==> src/logic/vfd_timing_map.svh <==
// Function
// [RULE1] chip select low: ignore clock and data
// [RULE2] shift register advances on shift clock rise
// [RULE3] serial data high is captured as one
// [RULE4] duty pin high two grids, low three
// [RULE5] role pin high master, low slave
// [RULE6] slave anode width follows brightness pulse in
// [RULE7] master ignores brightness pulse input
// [RULE8] master widths from internal 10-bit dimmer
// [RULE9] master ignores both sync inputs
// [RULE10] drive brightness pulse out for slave
// [RULE11] two sync outputs encode grid phase
// [RULE12] cathode strobes are active low
// [RULE13] bit time is four oscillator periods
// [RULE14] segment latch held per grid phase
// [RULE15] chip select fall loads shift register
// [RULE16] payload first, code last, five codes
// [RULE17] 56 segment bits or 10 dimming bits lsb first
// [RULE18] slave decodes sync, grids high, outs low
// [RULE19] reset clears data, anodes low, grids high
// [RULE20] dimming active n of 1024, max 1016
`ifndef VFD_TIMING_MAP_SVH
`define VFD_TIMING_MAP_SVH
`define MCLK_KHZ 40000
`define OSC_KHZ 3300
`define OSC_PER_BIT 4
`define BIT_CYCLES ((`OSC_PER_BIT * `MCLK_KHZ) / `OSC_KHZ)
`define DIM_LIMIT 10'h3F8
`define CODE_ALL 3'h0
`define CODE_CATHODE_STROBE_1_N 3'h4
`define CODE_CATHODE_STROBE_2_N 3'h2
`define CODE_CATHODE_STROBE_3_N 3'h6
`define CODE_DIM 3'h1
`define CODE_POS 0
`define SEG_FIRST_POS 58
`define DIM_LSB_POS 12
`define RESET_ANODES 56'h0
`define RESET_DIM 10'h0
`define RESET_FRAME 59'h0
`endif

==> src/logic/vfd_types_pkg.sv <==
package vfd_types_pkg;
  localparam int BUF_WIDTH = 59;
  localparam int BUF_DEPTH = 2;
  typedef logic [BUF_WIDTH-1:0] frame_type;
  typedef logic [55:0] anode_type;
  typedef enum logic [1:0] {
    PHASE_1 = 2'b00,
    PHASE_2 = 2'b01,
    PHASE_3 = 2'b11
  } phase_type;
endpackage

==> src/logic/vfd_multiplex_dimming_driver.sv <==
`timescale 1ns/1ps
`default_nettype none
`include "vfd_timing_map.svh"
module vfd_multiplex_dimming_driver
  import vfd_types_pkg::*;
(
  input wire logic mclk,                  // 40 MHz system clock
  input wire logic reset_n,               // sync reset, low
  input wire logic chip_select,           // serial enable pin
  input wire logic shift_clk,             // serial shift clock pin
  input wire logic serial_data,           // serial data pin
  input wire logic duty_select,           // high 1/2, low 1/3
  input wire logic role_select,           // high master, low slave
  input wire logic brightness_pulse_in,   // dimming from master
  input wire logic sync_in_1,             // phase code from master
  input wire logic sync_in_2,             // phase code from master
  output logic [55:0] anode_out,          // segment drive, high lit
  output logic cathode_strobe_1_n,        // grid 1 select, low
  output logic cathode_strobe_2_n,        // grid 2 select, low
  output logic cathode_strobe_3_n,        // grid 3 select, low
  output logic brightness_pulse_out,      // dimming to slave
  output logic sync_out_1,                // phase code to slave
  output logic sync_out_2,                // phase code to slave
  output logic frame_ready                // buffer can take a frame
);

  localparam logic [5:0] BIT_LAST = 6'(`BIT_CYCLES - 1);

  // pin synchronisers
  logic [7:0] pin_meta;
  logic [7:0] pin_stable;
  always_ff @(posedge mclk) begin
    if (!reset_n) begin
      pin_meta <= 8'h00;
      pin_stable <= 8'h00;
    end else begin
      pin_meta <= {sync_in_2, sync_in_1, brightness_pulse_in,
        role_select, duty_select, serial_data, shift_clk,
        chip_select};
      pin_stable <= pin_meta;
    end
  end

  wire cs_s = pin_stable[0];
  wire sclk_s = pin_stable[1];
  wire data_s = pin_stable[2];
  wire duty_s = pin_stable[3];
  wire master_s = pin_stable[4];
  wire brightness_pulse_in_s = pin_stable[5];
  wire [1:0] sync_in_s = pin_stable[7:6];

  logic cs_prev;
  logic sclk_prev;
  always_ff @(posedge mclk) begin
    if (!reset_n) begin
      cs_prev <= 1'b0;
      sclk_prev <= 1'b0;
    end else begin
      cs_prev <= cs_s;
      sclk_prev <= sclk_s;
    end
  end

  wire sclk_rise = sclk_s && !sclk_prev;
  wire shift_en = cs_s && sclk_rise;            // [RULE1] [RULE2]
  wire load_pulse = cs_prev && !cs_s;           // [RULE15]

  // serial input shift register
  frame_type shift_reg;
  always_ff @(posedge mclk) begin
    if (!reset_n) begin
      shift_reg <= `RESET_FRAME;                // [RULE19]
    end else if (shift_en) begin
      shift_reg <= {shift_reg[BUF_WIDTH-2:0], data_s}; // [RULE3]
    end
  end

  // two-entry frame buffer; drained only on bit ticks
  frame_type buf_mem [BUF_DEPTH];
  logic buf_wr_ptr;
  logic buf_rd_ptr;
  logic [1:0] buf_count;
  logic bit_tick;

  wire buf_in_valid = load_pulse;
  wire buf_in_ready = (buf_count != 2'(BUF_DEPTH));
  wire buf_out_valid = (buf_count != 2'h0);
  wire buf_out_ready = bit_tick;
  wire push = buf_in_valid && buf_in_ready;
  wire pop = buf_out_valid && buf_out_ready;
  wire frame_type head = buf_mem[buf_rd_ptr];

  assign frame_ready = buf_in_ready;

  always_ff @(posedge mclk) begin
    if (push) begin
      buf_mem[buf_wr_ptr] <= shift_reg;
    end
  end

  always_ff @(posedge mclk) begin
    if (!reset_n) begin
      buf_wr_ptr <= 1'b0;
      buf_rd_ptr <= 1'b0;
      buf_count <= 2'h0;
    end else begin
      if (push) begin
        buf_wr_ptr <= !buf_wr_ptr;
      end
      if (pop) begin
        buf_rd_ptr <= !buf_rd_ptr;
      end
      buf_count <= buf_count + 2'(push) - 2'(pop);
    end
  end

  // frame decode: code in last three bits, payload first
  wire [2:0] head_code = head[`CODE_POS +: 3];  // [RULE16]
  anode_type head_anodes;
  logic [9:0] head_dim;
  genvar gi;
  generate
    for (gi = 0; gi < 56; gi++) begin : g_anode_bits
      assign head_anodes[gi] = head[`SEG_FIRST_POS - gi]; // [RULE17]
    end
    for (gi = 0; gi < 10; gi++) begin : g_dim_bits
      assign head_dim[gi] = head[`DIM_LSB_POS - gi]; // [RULE17]
    end
  endgenerate

  wire wr_all = pop && (head_code == `CODE_ALL);
  wire wr_g1 = pop && (head_code == `CODE_CATHODE_STROBE_1_N);
  wire wr_g2 = pop && (head_code == `CODE_CATHODE_STROBE_2_N);
  wire wr_g3 = pop && (head_code == `CODE_CATHODE_STROBE_3_N);
  wire wr_dim = pop && (head_code == `CODE_DIM);
  wire [2:0] seg_wr = {wr_g3, wr_g2, wr_g1} | {3{wr_all}};

  // segment latches, one per grid phase
  anode_type seg_latch [3];
  generate
    for (gi = 0; gi < 3; gi++) begin : g_latch
      always_ff @(posedge mclk) begin
        if (!reset_n) begin
          seg_latch[gi] <= `RESET_ANODES;       // [RULE19]
        end else if (seg_wr[gi]) begin
          seg_latch[gi] <= head_anodes;         // [RULE14]
        end
      end
    end
  endgenerate

  logic [9:0] dim_value;
  always_ff @(posedge mclk) begin
    if (!reset_n) begin
      dim_value <= `RESET_DIM;                  // [RULE19]
    end else if (wr_dim) begin
      dim_value <= head_dim;
    end
  end

  // bit time divider
  logic [5:0] bit_div;
  always_ff @(posedge mclk) begin
    if (!reset_n) begin
      bit_div <= 6'h00;
    end else if (bit_div == BIT_LAST) begin
      bit_div <= 6'h00;
    end else begin
      bit_div <= bit_div + 6'h01;
    end
  end
  assign bit_tick = (bit_div == BIT_LAST);      // [RULE13]

  // grid period position and phase
  logic [9:0] dim_pos;
  phase_type phase;
  phase_type next_phase;
  wire period_end = bit_tick && (dim_pos == 10'h3FF);

  always_comb begin
    unique case (phase)
      PHASE_1: next_phase = PHASE_2;
      PHASE_2: next_phase = duty_s ? PHASE_1 : PHASE_3; // [RULE4]
      PHASE_3: next_phase = PHASE_1;
      default: next_phase = PHASE_1;
    endcase
  end

  always_ff @(posedge mclk) begin
    if (!reset_n) begin
      dim_pos <= 10'h000;
      phase <= PHASE_1;
    end else if (bit_tick) begin
      dim_pos <= dim_pos + 10'h001;
      if (period_end) begin
        phase <= next_phase;
      end
    end
  end

  wire [9:0] dim_eff = (dim_value > `DIM_LIMIT) ? `DIM_LIMIT
    : dim_value;                                // [RULE20]
  wire master_on = (dim_pos < dim_eff);         // [RULE8] [RULE20]

  // master phase selection
  wire [2:0] master_grid = {phase == PHASE_3, phase == PHASE_2,
    phase == PHASE_1};
  wire [1:0] master_sync = (phase == PHASE_1) ? 2'b01
    : (phase == PHASE_2) ? 2'b10 : 2'b11;      // [RULE11]

  // slave phase selection from sync pins
  wire [2:0] slave_grid = {sync_in_s == 2'b11, sync_in_s == 2'b10,
    sync_in_s == 2'b01};                        // [RULE18]

  // role mux; master never reads dim or sync pins
  wire [2:0] sel_grid = master_s ? master_grid
    : slave_grid;                               // [RULE5] [RULE9]
  wire show = master_s ? master_on : brightness_pulse_in_s;  // [RULE6] [RULE7]
  wire anode_type sel_seg = ({56{sel_grid[0]}} & seg_latch[0])
    | ({56{sel_grid[1]}} & seg_latch[1])
    | ({56{sel_grid[2]}} & seg_latch[2]);

  wire anode_type next_anodes = show ? sel_seg : `RESET_ANODES;
  wire [2:0] next_strobe_n = (master_s && master_on) ? ~master_grid
    : 3'h7;                                     // [RULE12] [RULE18]
  wire next_bright_out = master_s && master_on; // [RULE10]
  wire [1:0] next_sync_out = master_s ? master_sync
    : 2'b00;                                    // [RULE11]

  always_ff @(posedge mclk) begin
    if (!reset_n) begin
      anode_out <= `RESET_ANODES;               // [RULE19]
      cathode_strobe_1_n <= 1'b1;
      cathode_strobe_2_n <= 1'b1;
      cathode_strobe_3_n <= 1'b1;
      brightness_pulse_out <= 1'b0;
      sync_out_1 <= 1'b0;
      sync_out_2 <= 1'b0;
    end else begin
      anode_out <= next_anodes;
      cathode_strobe_1_n <= next_strobe_n[0];
      cathode_strobe_2_n <= next_strobe_n[1];
      cathode_strobe_3_n <= next_strobe_n[2];
      brightness_pulse_out <= next_bright_out;
      sync_out_1 <= next_sync_out[0];
      sync_out_2 <= next_sync_out[1];
    end
  end

  wire [2:0] strobes_n = {cathode_strobe_3_n, cathode_strobe_2_n,
    cathode_strobe_1_n};
endmodule // vfd_multiplex_dimming_driver
`default_nettype wire

==> config.mk <==
export PLATFORM = sky130hd
export DESIGN_NAME = vfd_multiplex_dimming_driver
export DESIGN_NICKNAME = d
export VERILOG_FILES = /design/src/logic/vfd_types_pkg.sv /design/src/logic/vfd_multiplex_dimming_driver.sv
export VERILOG_INCLUDE_DIRS = /design/src /design/src/logic
export SDC_FILE = /design/constraint.sdc
export NUM_CORES = 1
export LEC_CHECK = 0
export ABC_AREA = 0
export BUFFER_PORTS_ARGS = -buffer_cell sky130_fd_sc_hd__buf_2
export CORE_MARGIN = 4
export CORE_UTILIZATION = 30
export DETAILED_ROUTE_END_ITERATION = 8
export GPL_ROUTABILITY_DRIVEN = 0
export PLACE_DENSITY = 0.51
export SYNTH_ARGS = -nofsm -noshare
export SYNTH_HDL_FRONTEND = slang
export SYNTH_SLANG_ARGS = --single-unit
==> constraint.sdc <==
create_clock -name mclk -period 18.11 [get_ports mclk]
set_input_delay 1.811 -clock mclk [delete_from_list [all_inputs] [get_ports mclk]]
set_output_delay 1.811 -clock mclk [all_outputs]
set_load 0.01 [all_outputs]
Word-level counts from Yosys, hierarchy flattened

Memory sizes are Yosys's and may differ from the RTL's. A register that Yosys moved wholly into a read port is not among the register bits.
Cells that the tools add are included.

Input bits: 10
Output and inout bits: 63
Flip-flop bits (word level): 171
Bits in latches: 0
Word-level logic and storage cells: 100
Memories kept: 2
RAM bits: 286
Bits in read-only memories: 0

Eq/ne operators: 12
Muxes and demuxes: 24
Add/subtract/negate cells: 4
Div/mod/pow operators: 0
Bitwise logic cells: 12
Multipliers: 0
Shift operators: 0
$lt $le $gt $ge: 2
Reductions and logical operators: 25

Memories:

| name      | depth | width | rd ports | clocked after memory_dff | wr ports | RTL line                            | RTL |
|---|---|---|---|---|---|---|---|
| seg_latch | 3     | 56    | 3        | 0                        | 3        | vfd_multiplex_dimming_driver.sv:139 | `anode_type seg_latch [3];` |
| buf_mem   | 2     | 59    | 1        | 1                        | 1        | vfd_multiplex_dimming_driver.sv:79  | `frame_type buf_mem [BUF_DEPTH];` |

Operator list:

| kind                                                 | count |
|---|---|
| AND 56 bit                                           | 3 |
| 2-to-1 mux 56 bit                                    | 3 |
| bitwise OR 56 bit                                    | 2 |
| 2-to-1 mux 1 bit                                     | 17 |
| logical AND 1 bit                                    | 12 |
| adder 10 x 1 -> 10 bit (second input constant)       | 1 |
| equality test 10 bit (second input constant)         | 1 |
| > comparator 10 bit (second input constant)          | 1 |
| less-than comparator 10 bit                          | 1 |
| 2-to-1 mux 10 bit                                    | 1 |
| AND reduction 2 bit                                  | 4 |
| adder 6 x 1 -> 6 bit (second input constant)         | 1 |
| equality test 2 bit (second input constant)          | 3 |
| equality test 3 bit (second input constant)          | 2 |
| equality test 6 bit (second input constant)          | 1 |
| equality test 2 x 1 -> 1 bit (second input constant) | 2 |
| logical NOT 1 bit                                    | 4 |
| one-hot mux 2 bit (2 select lines)                   | 1 |
| equality test 3 x 1 -> 1 bit (second input constant) | 1 |
| equality test 3 x 2 -> 1 bit (second input constant) | 1 |
| logical NOT 3 bit                                    | 1 |
| 2-to-1 mux 3 bit                                     | 1 |
| inverter 3 bit                                       | 1 |
| bitwise OR 1 bit                                     | 3 |
| other kinds (10)                                     | 11 |

Longest topological paths before layout

Depth after elaboration: 8
Gate-level depth with buffers: 10
Mapped depth without buffers: 9

Worst setup path after synthesis

Ideal clock, no wire load.

Kind: register to register
Start point: register bit_div[0]
End point: memory seg_latch[2][0] (netlist bit) (enable)
Data required time: 17563 ps
Buffers on the path: 1
Arrival time: 5468 ps
Library setup time: 547 ps
Period minus slack after synthesis: 6015 ps
Stages on the path, launching flop included: 7
Slack: 12095 ps
Path through: dfxtp_1 -> ha_1 -> nand3_1 -> nor3_1 -> clkbuf_1 -> nand2_1 -> o21ai_0

RTL lines:

| element                | RTL line                            | RTL |
|---|---|---|
| from (decl)            | vfd_multiplex_dimming_driver.sv:162 | `logic [5:0] bit_div;` |
| from (signal assigned) | vfd_multiplex_dimming_driver.sv:169 | `bit_div <= bit_div + 6'h01;` |
| to (decl)              | vfd_multiplex_dimming_driver.sv:139 |  |

Worst setup path after layout

Start point: input reset_n
End point: register anode_out[39]

Word-level cells in the longest chain between the ends: 1

RTL lines:

| element                              | RTL line                            | RTL |
|---|---|---|
| from (decl)                          | vfd_multiplex_dimming_driver.sv:8   | `input wire logic reset_n,` |
| AND reduction 2 bit (no source line) | --                                  |  |
| to (signal assigned)                 | vfd_multiplex_dimming_driver.sv:232 | `` anode_out <= `RESET_ANODES; `` |
| to (signal assigned)                 | vfd_multiplex_dimming_driver.sv:240 | `anode_out <= next_anodes;` |
| to (decl)                            | vfd_multiplex_dimming_driver.sv:17  | `output logic [55:0] anode_out,` |

Every way passes these cells.
A chain may end at the register's enable or synchronous reset.

==> tab_implementation.tex <==
\begin{tabular}{lr}
\hline
Metric & Value \\
\hline
\multicolumn{2}{l}{\textbf{Floorplan}} \\
\quad Ports placed on the boundary & 73 \\
\quad Starting Density & 0.305 \\
\quad Core region area & 59200 sq um \\
\quad Die Span Y & 253 um \\
\quad Number of placement rows & 89 \\
\quad Die outline width & 253 um \\
\quad DIE AREA & 64100 sq um \\
\multicolumn{2}{l}{\textbf{Logic synthesis}} \\
\quad Most instantiated cells after synthesis & edfxtp\_1 (286), nor2\_1 (194), dfxtp\_1 (172) \\
\quad Number of enable-type register cells in the synthesized netlist & 286 \\
\quad Distinct cell type count after synthesis & 42 \\
\quad Register bit count reported by yosys & 458 \\
\quad Sequential area share after synthesis & 0.667 \\
\quad Number of warning messages in the yosys log & 0 \\
\quad Combinational family with the most area after synthesis & compound AO/OA/AOI/OAI gates \\
\quad Async set-or-reset flop fraction in the synthesized netlist & 0 \\
\quad Post-synthesis share of cell area spent on full adders, half adders and majority gates & 0.00901 \\
\quad Gate Count Post-Synth & 1501 \\
\quad Summed instance area of the synthesized netlist & 18000 sq um \\
\quad Library cell with the largest summed area after synthesis & edfxtp\_1 \\
\quad Multiplexer share of the synthesized area & 0.0345 \\
\quad Net count of the mapped netlist & 1524 \\
\quad Complex-gate fraction of the synthesized area & 0.149 \\
\quad Biggest area contributors in the synthesized netlist & edfxtp\_1 (48\%), dfxtp\_1 (19\%), a21boi\_0 (7.0\%) \\
\quad Top flip-flop cell by instance count after synthesis & edfxtp\_1 \\
\quad Most frequent cell after synthesis & edfxtp\_1 \\
\quad Post-Synth XOR/XNOR Area & 0.00680 \\
\quad Synth top area share & 0.476 \\
\quad Avg Inst Size Synth & 12.0 sq um \\
\quad Simple-gate portion of the synthesized area & 0.107 \\
\multicolumn{2}{l}{\textbf{CTS}} \\
\quad Clock Root Buffer & clkbuf\_16 \\
\quad CTS Buf Count & 50 \\
\quad Number of gates resized after CTS & 0 \\
\quad Clock latency at the later pin of the worst-skew pair & 0.58 ns \\
\quad Clock Pin Slew Worst Setup and Hold Paths & 0.06 ns \\
\quad Maximum buffer depth of the clock tree & 3 \\
\quad Number of levels in the clock H-tree & 2 \\
\quad Number of sinks on the clock net & 458 \\
\quad Number of buffers added for setup after CTS & 0 \\
\quad CTS hold repair buffers & 0 \\
\quad Clock tree from TritonCTS & yes \\
\multicolumn{2}{l}{\textbf{Cells and area}} \\
\quad FILL cells & 5816 \\
\quad Net total in the final layout & 1559 \\
\quad Design Area, Final & 20900 sq um \\
\quad Fraction of the core area covered by cells at the end of the flow & 0.353 \\
\quad Area added between synthesis and finish & 15.8\% \\
\quad Number of flip-flops under the largest register name & 168 \\
\quad Fraction of layout instances using a drive strength above 1 & 0.119 \\
\multicolumn{2}{l}{\textbf{Critical path}} \\
\quad Arrival time of the worst setup path & 3.84 ns \\
\quad Cell Chain, Critical Path & buf\_2 > nand2\_1 > a311o\_2 > buf\_4 > o31ai\_1 \\
\quad Critical register-to-register path startpoint & dim\_value[8]\$\_SDFFE\_PN0P\_ \\
\quad Worst-case register-to-register setup slack & 15.13 ns \\
\quad Capturing point of the worst reg2reg path & anode\_out[39]\$\_SDFF\_PN0\_ \\
\quad Critical path origin & reset\_n \\
\quad Master of the slowest instance on the critical path & o31ai\_1 \\
\quad Type of element capturing the critical path & flip-flop \\
\quad Endpoint of the most critical setup path & anode\_out[39]\$\_SDFF\_PN0\_ \\
\quad Data required time of the worst path & 18.54 ns \\
\quad R2R depth & 9 \\
\quad Maximum fanout along the worst path & 57 \\
\quad Start-to-end type of the worst setup path & in2reg \\
\quad Startpoint class of the critical path & input pin \\
\quad Slowest Stage Delay on Critical Path & 0.49 ns \\
\multicolumn{2}{l}{\textbf{Timing}} \\
\quad Final number of setup-violating endpoints & 0 \\
\quad Unrepaired setup endpoints after global routing & no \\
\quad Setup Skew & 0.0259 ns \\
\quad Fraction of the cycle the final worst path needs & 0.188 \\
\quad Max-slew headroom at the worst pin & 0.246 \\
\quad Endpoints failing hold & 0 \\
\quad Setup tns final & 0 ns \\
\quad Final-report max-slew violation count & 0 \\
\quad Slew at the pin closest to its max-slew limit & 1.13 ns \\
\quad Maximum clock frequency & 0.293 GHz \\
\quad Crit path setup slack, layout & 14.70 ns \\
\quad Final worst path period need & 3.41 ns \\
\multicolumn{2}{l}{\textbf{Global routing}} \\
\quad Largest net degree at the start of global routing & 62 \\
\quad Global-route usage over all layers & 0.140 \\
\quad Global-route wire length before repair & 70.3 mm \\
\quad Antenna violations before repair & 0 \\
\quad GR Overflow Total & 0 \\
\quad Number of global-route vias before repair & 12200 \\
\multicolumn{2}{l}{\textbf{Placement}} \\
\quad Number of port buffers & 72 \\
\quad DPL Wire Length & 21.5 mm \\
\quad Post-Place Worst Slack & 14.12 ns \\
\quad Placed instance area & 19200 sq um \\
\multicolumn{2}{l}{\textbf{Drt}} \\
\quad Final routed wirelength across all metal layers & 44.9 mm \\
\quad ANT nets after route & 0 \\
\quad Mean routed wirelength per cell & 19.1 um \\
\quad Vias & 11600 \\
\quad Length of the first detailed-routing pass in iterations & 5 \\
\quad Iter 0 DRT Violations & 650 \\
\quad Remaining routing DRC violations & 0 \\
\quad Via/cell ratio & 4.95 \\
\multicolumn{2}{l}{\textbf{Run}} \\
\quad Max capacitance violation total & 0 \\
\multicolumn{2}{l}{\textbf{Power}} \\
\quad Max rail drop VDD & 0.0623 mV \\
\quad Static power due to leakage & 7.29 nW \\
\quad PwrDens & 106 nW/um\^{}2 \\
\multicolumn{2}{l}{\textbf{Worst hold path}} \\
\quad Hold crit path type & reg2reg \\
\multicolumn{2}{l}{\textbf{Outcome}} \\
\quad Outcome & completed \\
\hline
\end{tabular}
## worst min path at each step
stage                     depth (start not counted)                    from  slack, ns                  endpoint
after detailed placement                          1  pin_meta[5]$_SDFF_PN0_       0.42  pin_stable[5]$_SDFF_PN0_
after global routing                              1  pin_meta[3]$_SDFF_PN0_       0.44  pin_stable[3]$_SDFF_PN0_
after CTS                                         1  pin_meta[5]$_SDFF_PN0_       0.43  pin_stable[5]$_SDFF_PN0_
after global placement                            1  pin_meta[5]$_SDFF_PN0_       0.42  pin_stable[5]$_SDFF_PN0_
after floorplan                                   1  pin_meta[0]$_SDFF_PN0_       0.41  pin_stable[0]$_SDFF_PN0_
final                                             1  pin_meta[3]$_SDFF_PN0_       0.43  pin_stable[3]$_SDFF_PN0_
## layout make-up
class	instances	area, sq um	share of cell area
repair buffers	90	495	0.0237
flip-flops and latches	458	12000	0.576
clock inverters	23	283	0.0135
diodes	1	2.50	0.000120
clock buffers	70	1420	0.0679
well taps	773	967	0.0463
multi-input cells	924	5640	0.270
inverters	12	46.3	0.00222
## placed cells by master, fill, tap and decap left out, types with 12 or more instances in the layout
master,n
edfxtp_1,286
nor2_1,191
dfxtp_1,171
a21boi_0,168
nand2_1,133
o31ai_1,113
a21oi_1,77
buf_2,72
nor3_1,60
mux2i_1,60
clkbuf_16,51
and2_1,20
buf_4,18
ha_1,13
clkbuf_1,12
## stage by stage
step	instances	hold slack (ns)	power, W
after floorplan	1501	0.412	0.00118
after detailed placement	2257	0.420	0.00119
final	2351	0.431	0.00221
after global placement	2257	0.418	0.00119
after global routing	2350	0.439	0.00230
after CTS	2350	0.435	0.00225
## metal layers
layer  part of all wire  wire length (um)  vias up  track usage
met2               0.48             21500      263        0.234
met3              0.049              2200       83       0.0258
li1                   -                 -     5534            -
met5                  0                 0        -            0
met1               0.44             19800     5757        0.183
met4              0.029              1300        0       0.0487
## cells by family after synthesis
family          after synthesis
fa+ha+maj                    13
xor+xnor                     14
mux                          62
buf+inv                     119
compound gates              386
flops                       458
simple gates                449
## where the power goes
group	internal, W	switching, W	total, W
registers	0.00112	0.00000478	0.00112
logic	0.0000122	0.0000343	0.0000465
clock network	0.000632	0.000412	0.00104
total	0.00176	0.000451	0.00221
## critical path: cells and delay by family
family	cells	cell delay (ns)
AO/OA/AOI/OAI	2	0.89
buffers and inverters	2	0.86
AND/OR/NAND/NOR	1	0.23
No activity file was read; power rests on OpenSTA's default activity.
